--- config.mk ---
export PLATFORM = sky130hd
export DESIGN_NAME = ctrl_slave
export DESIGN_NICKNAME = d
export VERILOG_FILES = /design/src/rtl/ctrl_slave_pkg.sv /design/src/rtl/ctrl_slave.sv
export SDC_FILE = /design/constraint.sdc
export NUM_CORES = 1
export LEC_CHECK = 0
export BUFFER_PORTS_ARGS = -buffer_cell sky130_fd_sc_hd__buf_2
export CAP_MARGIN = 20
export CORE_ASPECT_RATIO = 1.4
export CORE_MARGIN = 2
export CORE_UTILIZATION = 60
export CTS_BUF_LIST = sky130_fd_sc_hd__clkbuf_4 sky130_fd_sc_hd__clkbuf_8
export DETAILED_ROUTE_END_ITERATION = 12
export PLACE_DENSITY = 0.81
export SYNTH_ARGS = -nofsm -noshare
export SYNTH_HDL_FRONTEND = slang
export SYNTH_SLANG_ARGS = --single-unit
--- constraint.sdc ---
create_clock -name CLK -period 5.2 [get_ports CLK]
set_input_delay 1.04 -clock CLK [delete_from_list [all_inputs] [get_ports CLK]]
set_output_delay 1.04 -clock CLK [all_outputs]
set_load 0.05 [all_outputs]
--- src/rtl/ctrl_slave_pkg.sv ---
package ctrl_slave_pkg;
  // Bus address byte, direction bit included
  localparam logic [7:0] DEV_ADDR = 8'hDE;
  // Target select bit and payload width of a data byte
  localparam int SEL_BIT = 7;
  localparam int PAY_W = 7;
  // Mode register fields
  localparam int MODE_RUN_BIT = 0;
  localparam int MODE_MUTE_BIT = 1;
  localparam logic RUN_RST = 1'b0;
  localparam logic MUTE_RST = 1'b0;
  // Volume register field
  localparam int GAIN_W = 6;
  localparam logic [5:0] GAIN_RST = 6'h00;
  // Bits per byte on the link
  localparam logic [3:0] BYTE_BITS = 4'h8;
  // Fastest serial clock and derived least half period at CLK rate
  localparam int SCL_MAX_KHZ = 400;
  localparam int CLK_KHZ = 25000;
  localparam int SCL_HALF_CYC = CLK_KHZ / (2 * SCL_MAX_KHZ);
endpackage

--- src/rtl/ctrl_slave.sv ---
`timescale 1ns/100ps
`default_nettype none

// Notes on behaviour
// RULE_01: Serial clock up to 400 kHz supported.
// RULE_02: Master keeps data stable while clock high.
// RULE_03: Slave only; clock input, data open-drain.
// RULE_04: Transactions framed by START and STOP.
// RULE_05: Eight-bit bytes, each followed by acknowledge.
// RULE_06: Respond only to address byte 11011110.
// RULE_07: Master sends address MSB first, write.
// RULE_08: Read direction gets no acknowledge.
// RULE_09: Address bits captured on rising clock edge.
// RULE_10: Matching address acknowledged low on ninth pulse.
// RULE_11: Master sends data after seeing acknowledge.
// RULE_12: Top bit picks mode or volume register.
// RULE_13: Every data byte acknowledged.
// RULE_14: Any number of data bytes per frame.
// RULE_15: Master ends frame with STOP.
// RULE_16: START is data falling while clock high.
// RULE_17: Two write-only registers, nothing readable.
// RULE_18: START or STOP mid-byte drops partial byte.
// RULE_19: After STOP ignore bus until addressed.
// RULE_20: Mode bits run and mute, reset zero.
// RULE_21: Six-bit gain code, reset zero.
// RULE_22: Reserved payload bits ignored.
module ctrl_slave (
  input wire logic CLK,
  input wire logic RST,
  input wire logic SCL,
  input wire logic SDA_IN,
  output logic SDA_OUT,
  output logic SDA_OE_N,
  output logic POWER_DOWN_SELECT,
  output logic MUTE,
  output logic [ctrl_slave_pkg::GAIN_W-1:0] GAIN_CODE,
  output logic BUSY
);
  import ctrl_slave_pkg::*;

  // Refuse a system clock too slow to oversample the link
  if (SCL_HALF_CYC < 4) begin : g_clk_check // RULE_01
    $error("Clock too slow for serial link");
  end

  typedef enum logic [1:0] {
    IDLE = 2'b00,
    ADDR = 2'b01,
    DATA = 2'b10,
    IGNORE = 2'b11
  } state_e;

  state_e state;
  state_e next_state;
  logic scl_m;
  logic scl_s;
  logic scl_d;
  logic sda_m;
  logic sda_s;
  logic sda_d;
  logic [7:0] shift;
  logic [3:0] bit_cnt;
  logic ack;
  logic pend;
  logic ninth;
  logic run;
  logic mute;
  logic [GAIN_W-1:0] gain;

  // Two-flop synchronisers, then edge detect on second stage
  always_ff @(posedge CLK) begin
    scl_m <= SCL;
    scl_s <= scl_m;
    scl_d <= scl_s;
    sda_m <= SDA_IN;
    sda_s <= sda_m;
    sda_d <= sda_s;
  end

  wire scl_rise = scl_s & ~scl_d;
  wire scl_fall = ~scl_s & scl_d;
  wire start_ev = scl_s & scl_d & sda_d & ~sda_s; // RULE_16
  wire stop_ev = scl_s & scl_d & ~sda_d & sda_s; // RULE_04
  wire in_byte = (state == ADDR) || (state == DATA);
  wire byte_done = scl_rise && in_byte && (bit_cnt == BYTE_BITS - 4'h1); // RULE_05
  wire [7:0] full_byte = {shift[6:0], sda_s};
  wire addr_hit = (full_byte == DEV_ADDR); // RULE_06 RULE_08
  wire ack_slot = (bit_cnt == BYTE_BITS);
  wire ack_open = scl_fall && ack_slot && !ninth;
  wire ack_end = scl_fall && ack_slot && ninth;
  wire data_wr = byte_done && (state == DATA) && !ack_slot;
  wire sel_vol = full_byte[SEL_BIT]; // RULE_12

  always_comb begin
    next_state = state;
    if (start_ev) begin
      next_state = ADDR; // RULE_18
    end else if (stop_ev) begin
      next_state = IDLE; // RULE_18 RULE_19
    end else if (ack_end) begin
      case (state)
        ADDR: next_state = pend ? DATA : IGNORE;
        DATA: next_state = DATA; // RULE_14
        default: next_state = state;
      endcase
    end else if (byte_done && state == ADDR && !addr_hit) begin
      next_state = IGNORE;
    end
  end

  always_ff @(posedge CLK) begin
    if (RST) begin
      state <= IDLE;
    end else begin
      state <= next_state;
    end
  end

  // Bit counter and shifter; ninth pulse is the acknowledge slot
  always_ff @(posedge CLK) begin
    if (RST || start_ev || stop_ev) begin
      bit_cnt <= 4'h0;
      shift <= 8'h00;
      ninth <= 1'b0;
    end else if (ack_end) begin
      bit_cnt <= 4'h0;
      ninth <= 1'b0;
    end else if (ack_open) begin
      ninth <= 1'b1;
    end else if (scl_rise && in_byte && !ack_slot) begin
      shift <= full_byte; // RULE_09
      bit_cnt <= bit_cnt + 4'h1;
    end
  end

  // Acknowledge decided on eighth rise, driven from the following fall to end of ninth
  always_ff @(posedge CLK) begin
    if (RST || start_ev || stop_ev || ack_end) begin
      pend <= 1'b0;
      ack <= 1'b0;
    end else if (byte_done) begin
      pend <= (state == DATA) || addr_hit; // RULE_10 RULE_13
    end else if (ack_open) begin
      ack <= pend; // RULE_10
    end
  end

  wire drive_low = ack_open ? pend : (ack && !ack_end);

  always_ff @(posedge CLK) begin
    if (RST) begin
      run <= RUN_RST;
      mute <= MUTE_RST;
      gain <= GAIN_RST;
    end else if (data_wr && !sel_vol) begin
      run <= full_byte[MODE_RUN_BIT]; // RULE_20 RULE_22
      mute <= full_byte[MODE_MUTE_BIT]; // RULE_20
    end else if (data_wr && sel_vol) begin
      gain <= full_byte[GAIN_W-1:0]; // RULE_21 RULE_22 RULE_17
    end
  end

  // Drive low only, never the clock
  always_ff @(posedge CLK) begin
    if (RST) begin
      SDA_OE_N <= 1'b1;
    end else begin
      SDA_OE_N <= ~drive_low; // RULE_03 RULE_10
    end
  end

  assign SDA_OUT = 1'b0; // RULE_03
  assign POWER_DOWN_SELECT = run;
  assign MUTE = mute;
  assign GAIN_CODE = gain;
  assign BUSY = (state == DATA);

endmodule // ctrl_slave

`default_nettype wire

==> impl_metrics.json, run 1 <==
{
  "die_h_um": 59.95,
  "rsz0062_at_grt": "false",
  "crit_required_ps": 4160,
  "grt_overflow_total": 0,
  "fin_crit_sh_pct": 45.63,
  "grtUsageTotal_pct": 21.41,
  "io_buffers": 13,
  "fin_skew_ps": 15.38,
  "num_antenna_cells": 0,
  "cts_buffer_depth": 2,
  "ys_seq_area_share_pct": 46.27,
  "finalMaxSlewViolations": 0,
  "finalSetupViolCount": 0,
  "postCtsSetupBuffers": 0,
  "busiest_layer": "met2",
  "dominantRegCellSynth": "dfxtp_1",
  "via_per_inst": 5.704,
  "relSlewSlack_pct": 44.38,
  "total_power_uw": 396.3,
  "coreArea_mm2": 0.002152,
  "muxShareOfSynthArea_pct": 8.955,
  "crit_chain": "inv_1 > ha_1 > buf_2",
  "avgSynthCellArea_um2": 10.24,
  "peakVddDrop_mv": 0.2458,
  "synthAdderAreaFrac_pct": 3.731,
  "ys_warn_count": 0,
  "final_util_pct": 68.14,
  "drt_iter0_markers": 40,
  "grt_pass1_vias": 924,
  "synthCells": 131,
  "arrival_ps": 1330,
  "finalSetupTns_ps": 0,
  "dpl.hpwl_um": 1741,
  "outcome": "finished, final reports clean",
  "final_nets": 155,
  "yosysTopAreaCell": "dfxtp_1",
  "worstHoldPathType": "register to register",
  "synth_top_area_share_pct": 46.27,
  "grt_util_met1_pct": 22.14,
  "placed_cells": 162,
  "cts.sinks": 31,
  "p_leak_uw": 0.0006075,
  "p_per_area_mw_per_mm2": 270.3,
  "multi_input_area_um2": 674.4,
  "cp_max_fo": 6,
  "grt_pass1_wl_um": 3981,
  "die_w_um": 43.96,
  "cp_slowest_cell": "dfxtp_1",
  "drt_wl_total_um": 2380,
  "gp_congestion": 0.8300,
  "initial_core_util_pct": 62.33,
  "cp-end-kind": "primary output",
  "synthSimpleGateAreaFrac_pct": 24.72,
  "synth_top_family_by_area": "simple AND/OR/NAND/NOR gates",
  "slowest_delay_ps": 340,
  "vias": 964,
  "rows": 20,
  "wl_per_cell_um": 14.08,
  "fillers": 175,
  "syn_to_final_growth_pct": 9.329,
  "clk_latency_ps": 340,
  "clock.fmax_mhz": 421.4,
  "max_slew.worst_pin.slew_ps": 832.6,
  "tritoncts": "built",
  "cts_made_buffers": 5,
  "min_period_ps": 2373,
  "grt_start_max_net_pins": 13,
  "post-route-drc-count": 0,
  "regArea_um2": 620.6,
  "synth-compound-area-share_pct": 9.981,
  "drtAntennaViolNets": 0,
  "maxCapViolCount": 0,
  "path_clk_slew_ps": 100,
  "netlist_top_cells_area": "dfxtp_1, mux2i_1, nor2_1, a21oi_1, ha_1",
  "drt_pass1_iterations": 4,
  "hold_viol": 0,
  "htree_levels": 2,
  "io_pins": 15,
  "cp-start-kind": "register",
  "criticalPathCategory": "register to primary output",
  "grtUsageMet2_pct": 34.87,
  "timing.hold.ws_ps": 333.2,
  "synthMostInstantiatedCell": "dfxtp_1",
  "layout-drive-gt1-share_pct": 21.09,
  "synth_edf_count": 0,
  "syn-num-nets": 139,
  "fin_cells": 169,
  "cts_resized": 0,
  "hold_buffers": 0,
  "dieArea_mm2": 0.002635,
  "met3_usage_pct": 8.459,
  "synth_seq_cells": 31,
  "synth.distinct_cells": 36,
  "synth_area_mm2": 0.001341,
  "synth-xor-area-share_pct": 2.612,
  "async_reset_ff_share_pct": 0,
  "antenna_found_initial": 0,
  "netlist_top_cells_count": "dfxtp_1, nor2_1, mux2i_1",
  "cts_root_buf": "clkbuf_4"
}
[critical path, delay by kind of cell (launching register included)]
kind,cells,cell delay (ps)
fa+ha+maj,1,280
buf+inv,2,370
flops,1,340
[sequential cells by signal, indices dropped and copies added (netlist names)]
name and flops:
sda_s 1, ninth 1, bit_cnt 4, MUTE 1, sda_d 1, sda_m 1, scl_d 1, pend 1
POWER_DOWN_SELECT 1, scl_m 1, shift 7, GAIN_CODE 6, scl_s 1, ack 1, state 2, SDA_OE_N 1
[cell type report]
type	count	area share [%]
clock buffers	6	3.498
clock inverters	1	0.3413
inverters	6	1.536
multi-input cells	90	45.99
flip-flops and latches	31	42.32
well taps	22	1.877
repair buffers	13	4.437
[cell families after synthesis]
group,after synthesis
other,1
flip-flops,31
multiplexers,12
AND/OR/NAND/NOR,52
adder cells (fa/ha/maj),4
XOR/XNOR,4
AO/OA/AOI/OAI,17
buffers and inverters,10
[placed cells by master, fill, tap and decap left out, types with 2 or more instances in the layout]
cell type | netlist | layout
buf_2 | 1 | 13
xnor2_1 | 3 | 3
dfxtp_1 | 31 | 31
nand2b_1 | 2 | 2
mux2i_1 | 12 | 12
clkbuf_4 | 0 | 5
nor2_1 | 16 | 16
inv_1 | 6 | 6
nand2_1 | 9 | 9
a21oi_1 | 10 | 10
nand4b_1 | 4 | 4
or2_1 | 2 | 2
nand3_1 | 7 | 7
ha_1 | 4 | 4
[power by group]
part	internal (uW)	leakage (uW)	switching, uW
sequential	240	0.000252	3.33
combinational	4.75	0.000321	8.30
clock	62.5	0.0000341	77.6
total	307	0.000607	89.2
[routing by layer]
metal  wire, um  up-vias
met4         55        0
li1           -      481
met5          0        -
met2       1255       19
met3         99        5
met1        969      459
[final timing paths]
check	startpoint	to	slack, ps	depth (start not counted)
max reg2reg	scl_s	pend	3410	4
min reg2reg	sda_m	sda_s	330	0
max	state[0]	BUSY	2830	3
min	sda_m	sda_s	330	0
[per-stage QoR]
step | instance area (um^2) | setup WS, ps
6_report | 1466 | 2827
2_1_floorplan | 1341 | 3242
5_1_grt | 1466 | 2738
3_5_place_dp | 1410 | 3017
4_1_cts | 1466 | 2807
3_3_place_gp | 1410 | 3071
Note: power is estimated with default switching activity, not from simulation.
==> run 2, diff against run 1 <==
--- a/config.mk
+++ b/config.mk
@@ -5,11 +5,12 @@
 export SDC_FILE = /design/constraint.sdc
 export NUM_CORES = 1
 export LEC_CHECK = 0
+export ABC_AREA = 1
 export BUFFER_PORTS_ARGS = -buffer_cell sky130_fd_sc_hd__buf_2
 export CAP_MARGIN = 20
 export CORE_ASPECT_RATIO = 1.4
 export CORE_MARGIN = 2
-export CORE_UTILIZATION = 60
+export CORE_UTILIZATION = 59
 export CTS_BUF_LIST = sky130_fd_sc_hd__clkbuf_4 sky130_fd_sc_hd__clkbuf_8
 export DETAILED_ROUTE_END_ITERATION = 12
 export PLACE_DENSITY = 0.81
==> constraint.sdc (replaced) <==
create_clock -name CLK -period 2.42 [get_ports CLK]
set_input_delay 0.484 -clock CLK [delete_from_list [all_inputs] [get_ports CLK]]
set_output_delay 0.484 -clock CLK [all_outputs]
set_load 0.05 [all_outputs]
==> impl_metrics.json, run 2 <==
{
  "finalSetupViolCount": 0,
  "dieArea_mm2": 0.002582,
  "fin_skew_ps": 13.86,
  "arrival_ps": 1950,
  "avgSynthCellArea_um2": 7.633,
  "maxCapViolCount": 0,
  "netlist_top_cells_area": "dfxtp_1, inv_1, nand2_1, a21oi_1, nor2_1",
  "async_reset_ff_share_pct": 0,
  "cts_buffer_depth": 2,
  "yosysTopAreaCell": "dfxtp_1",
  "ys_seq_area_share_pct": 48.11,
  "cts_made_buffers": 5,
  "worstHoldPathType": "input pin to register",
  "rows": 20,
  "drtAntennaViolNets": 0,
  "min_period_ps": 1723,
  "syn_to_final_growth_pct": 12.42,
  "final_nets": 194,
  "initial_core_util_pct": 60.65,
  "synth_edf_count": 0,
  "clk_latency_ps": 340,
  "criticalPathCategory": "register to register",
  "synth_top_area_share_pct": 48.11,
  "cp-end-kind": "register",
  "synth.distinct_cells": 24,
  "postCtsSetupBuffers": 0,
  "largest_reg_flops": 7,
  "grt_start_max_net_pins": 14,
  "p_leak_uw": 0.0006658,
  "cts_root_buf": "clkbuf_4",
  "drt_wl_total_um": 2367,
  "layout-drive-gt1-share_pct": 16.04,
  "synthAdderAreaFrac_pct": 3.880,
  "p_per_area_mw_per_mm2": 679.1,
  "die_w_um": 43.52,
  "grtUsageTotal_pct": 21.94,
  "whs_path_depth": 1,
  "hold_buffers": 0,
  "layout_commonest_cell": "inv_1",
  "dominantRegCellSynth": "dfxtp_1",
  "wl_per_cell_um": 11.33,
  "crit_required_ps": 2640,
  "synth-xor-area-share_pct": 1.358,
  "muxShareOfSynthArea_pct": 0,
  "io_buffers": 13,
  "cts.sinks": 31,
  "hold_viol": 0,
  "path_clk_slew_ps": 100,
  "grt_pass1_vias": 1043,
  "die_h_um": 59.33,
  "dpl.hpwl_um": 1787,
  "synth_seq_cells": 31,
  "finalMaxSlewViolations": 0,
  "finalSetupTns_ps": 0,
  "fin_crit_sh_pct": 71.21,
  "timing.hold.ws_ps": 241.3,
  "mostFrequentLayoutCells": "inv_1, dfxtp_1, nand2_1",
  "netlist_top_cells_count": "inv_1, dfxtp_1, nand2_1",
  "via_per_inst": 5.115,
  "coreArea_mm2": 0.002127,
  "vias": 1069,
  "peakVddDrop_mv": 0.4620,
  "syn-num-nets": 177,
  "cp-start-kind": "register",
  "drt_iter0_markers": 26,
  "gp_congestion": 0.8010,
  "r2r_cells": 8,
  "synthCells": 169,
  "post-route-drc-count": 0,
  "synthSimpleGateAreaFrac_pct": 19.40,
  "synth-compound-area-share_pct": 14.45,
  "synth_top_family_by_area": "simple AND/OR/NAND/NOR gates",
  "tritoncts": "built",
  "cp_max_fo": 12,
  "max_flop_register": "shift",
  "grt_pass1_wl_um": 4091,
  "synthMostInstantiatedCell": "inv_1",
  "cts_resized": 0,
  "io_pins": 15,
  "antenna_found_initial": 0,
  "num_antenna_cells": 0,
  "drt_pass1_iterations": 4,
  "synth_area_mm2": 0.001290,
  "clock.fmax_mhz": 580.3,
  "rsz0062_at_grt": "false",
  "htree_levels": 2,
  "grt_overflow_total": 0,
  "outcome": "finished, final reports clean",
  "ys_warn_count": 0
}
## run 2: area by class of cell
class | count | area (um^2)
Clock buffer | 6 | 51.30
Clock inverter | 2 | 35.03
Fill cell | 169 | 676.9
Inverter | 36 | 135.1
Multi-Input combinational cell | 98 | 508.0
Sequential cell | 31 | 620.6
Tap cell | 22 | 27.53
Timing Repair Buffer | 14 | 72.57
## run 2: worst max-delay path, cell delays in order (launching register included)
cell and delay (ps):
dfxtp_1 350, inv_1 60, ha_1 290, inv_1 50, nand3_1 130, nor2_4 110, nand3_1 300, o21ai_0 270
a21oi_1 50
## run 2: metal layers
metal  share of wire [%]  vias to the layer above  track usage, %
met4                 4.2                        0           15.58
met1                  40                      467           21.62
met2                  50                       31           36.67
met5                   0                        -               0
li1                    -                      559               -
met3                 5.1                       12           8.841
## run 2: final timing paths
kind | from | end | slack (ps)
max | state[0] | GAIN_CODE[0] | 700
min | SCL | scl_m | 240
max reg2reg | state[0] | GAIN_CODE[0] | 700
min reg2reg | scl_m | scl_s | 330
## run 2: cell families (layout without fill, tap and decap cells)
family,count (synthesis),count (layout)
compound gates,34,34
other cells,1,1
buf+inv,40,58
simple gates,57,57
flops,31,31
fa+ha+maj,4,4
xor+xnor,2,2
## run 2: power breakdown
| part | switching [uW] | leakage [uW] | internal [uW] |
|---|---|---|---|
| logic | 27.3 | 0.000365 | 12.2 |
| registers | 5.86 | 0.000252 | 518 |
| clock network | 177 | 0.0000482 | 244 |
| total | 210 | 0.000666 | 774 |
## run 2: per-stage QoR
step | cells | area [um^2] | worst slack (ps) | utilization, % | total power (uW)
after floorplan | 169 | 1290 | 753.1 | - | 565.8
after global placement | 201 | 1364 | 781.6 | 64.12 | 572.5
after detailed placement | 201 | 1364 | 708.2 | 64.12 | 574.8
after CTS | 209 | 1450 | 687.4 | 68.18 | 994.6
after global routing | 209 | 1450 | 443.3 | 68.18 | 1019
final | 209 | 1450 | 696.7 | 68.18 | 984.8
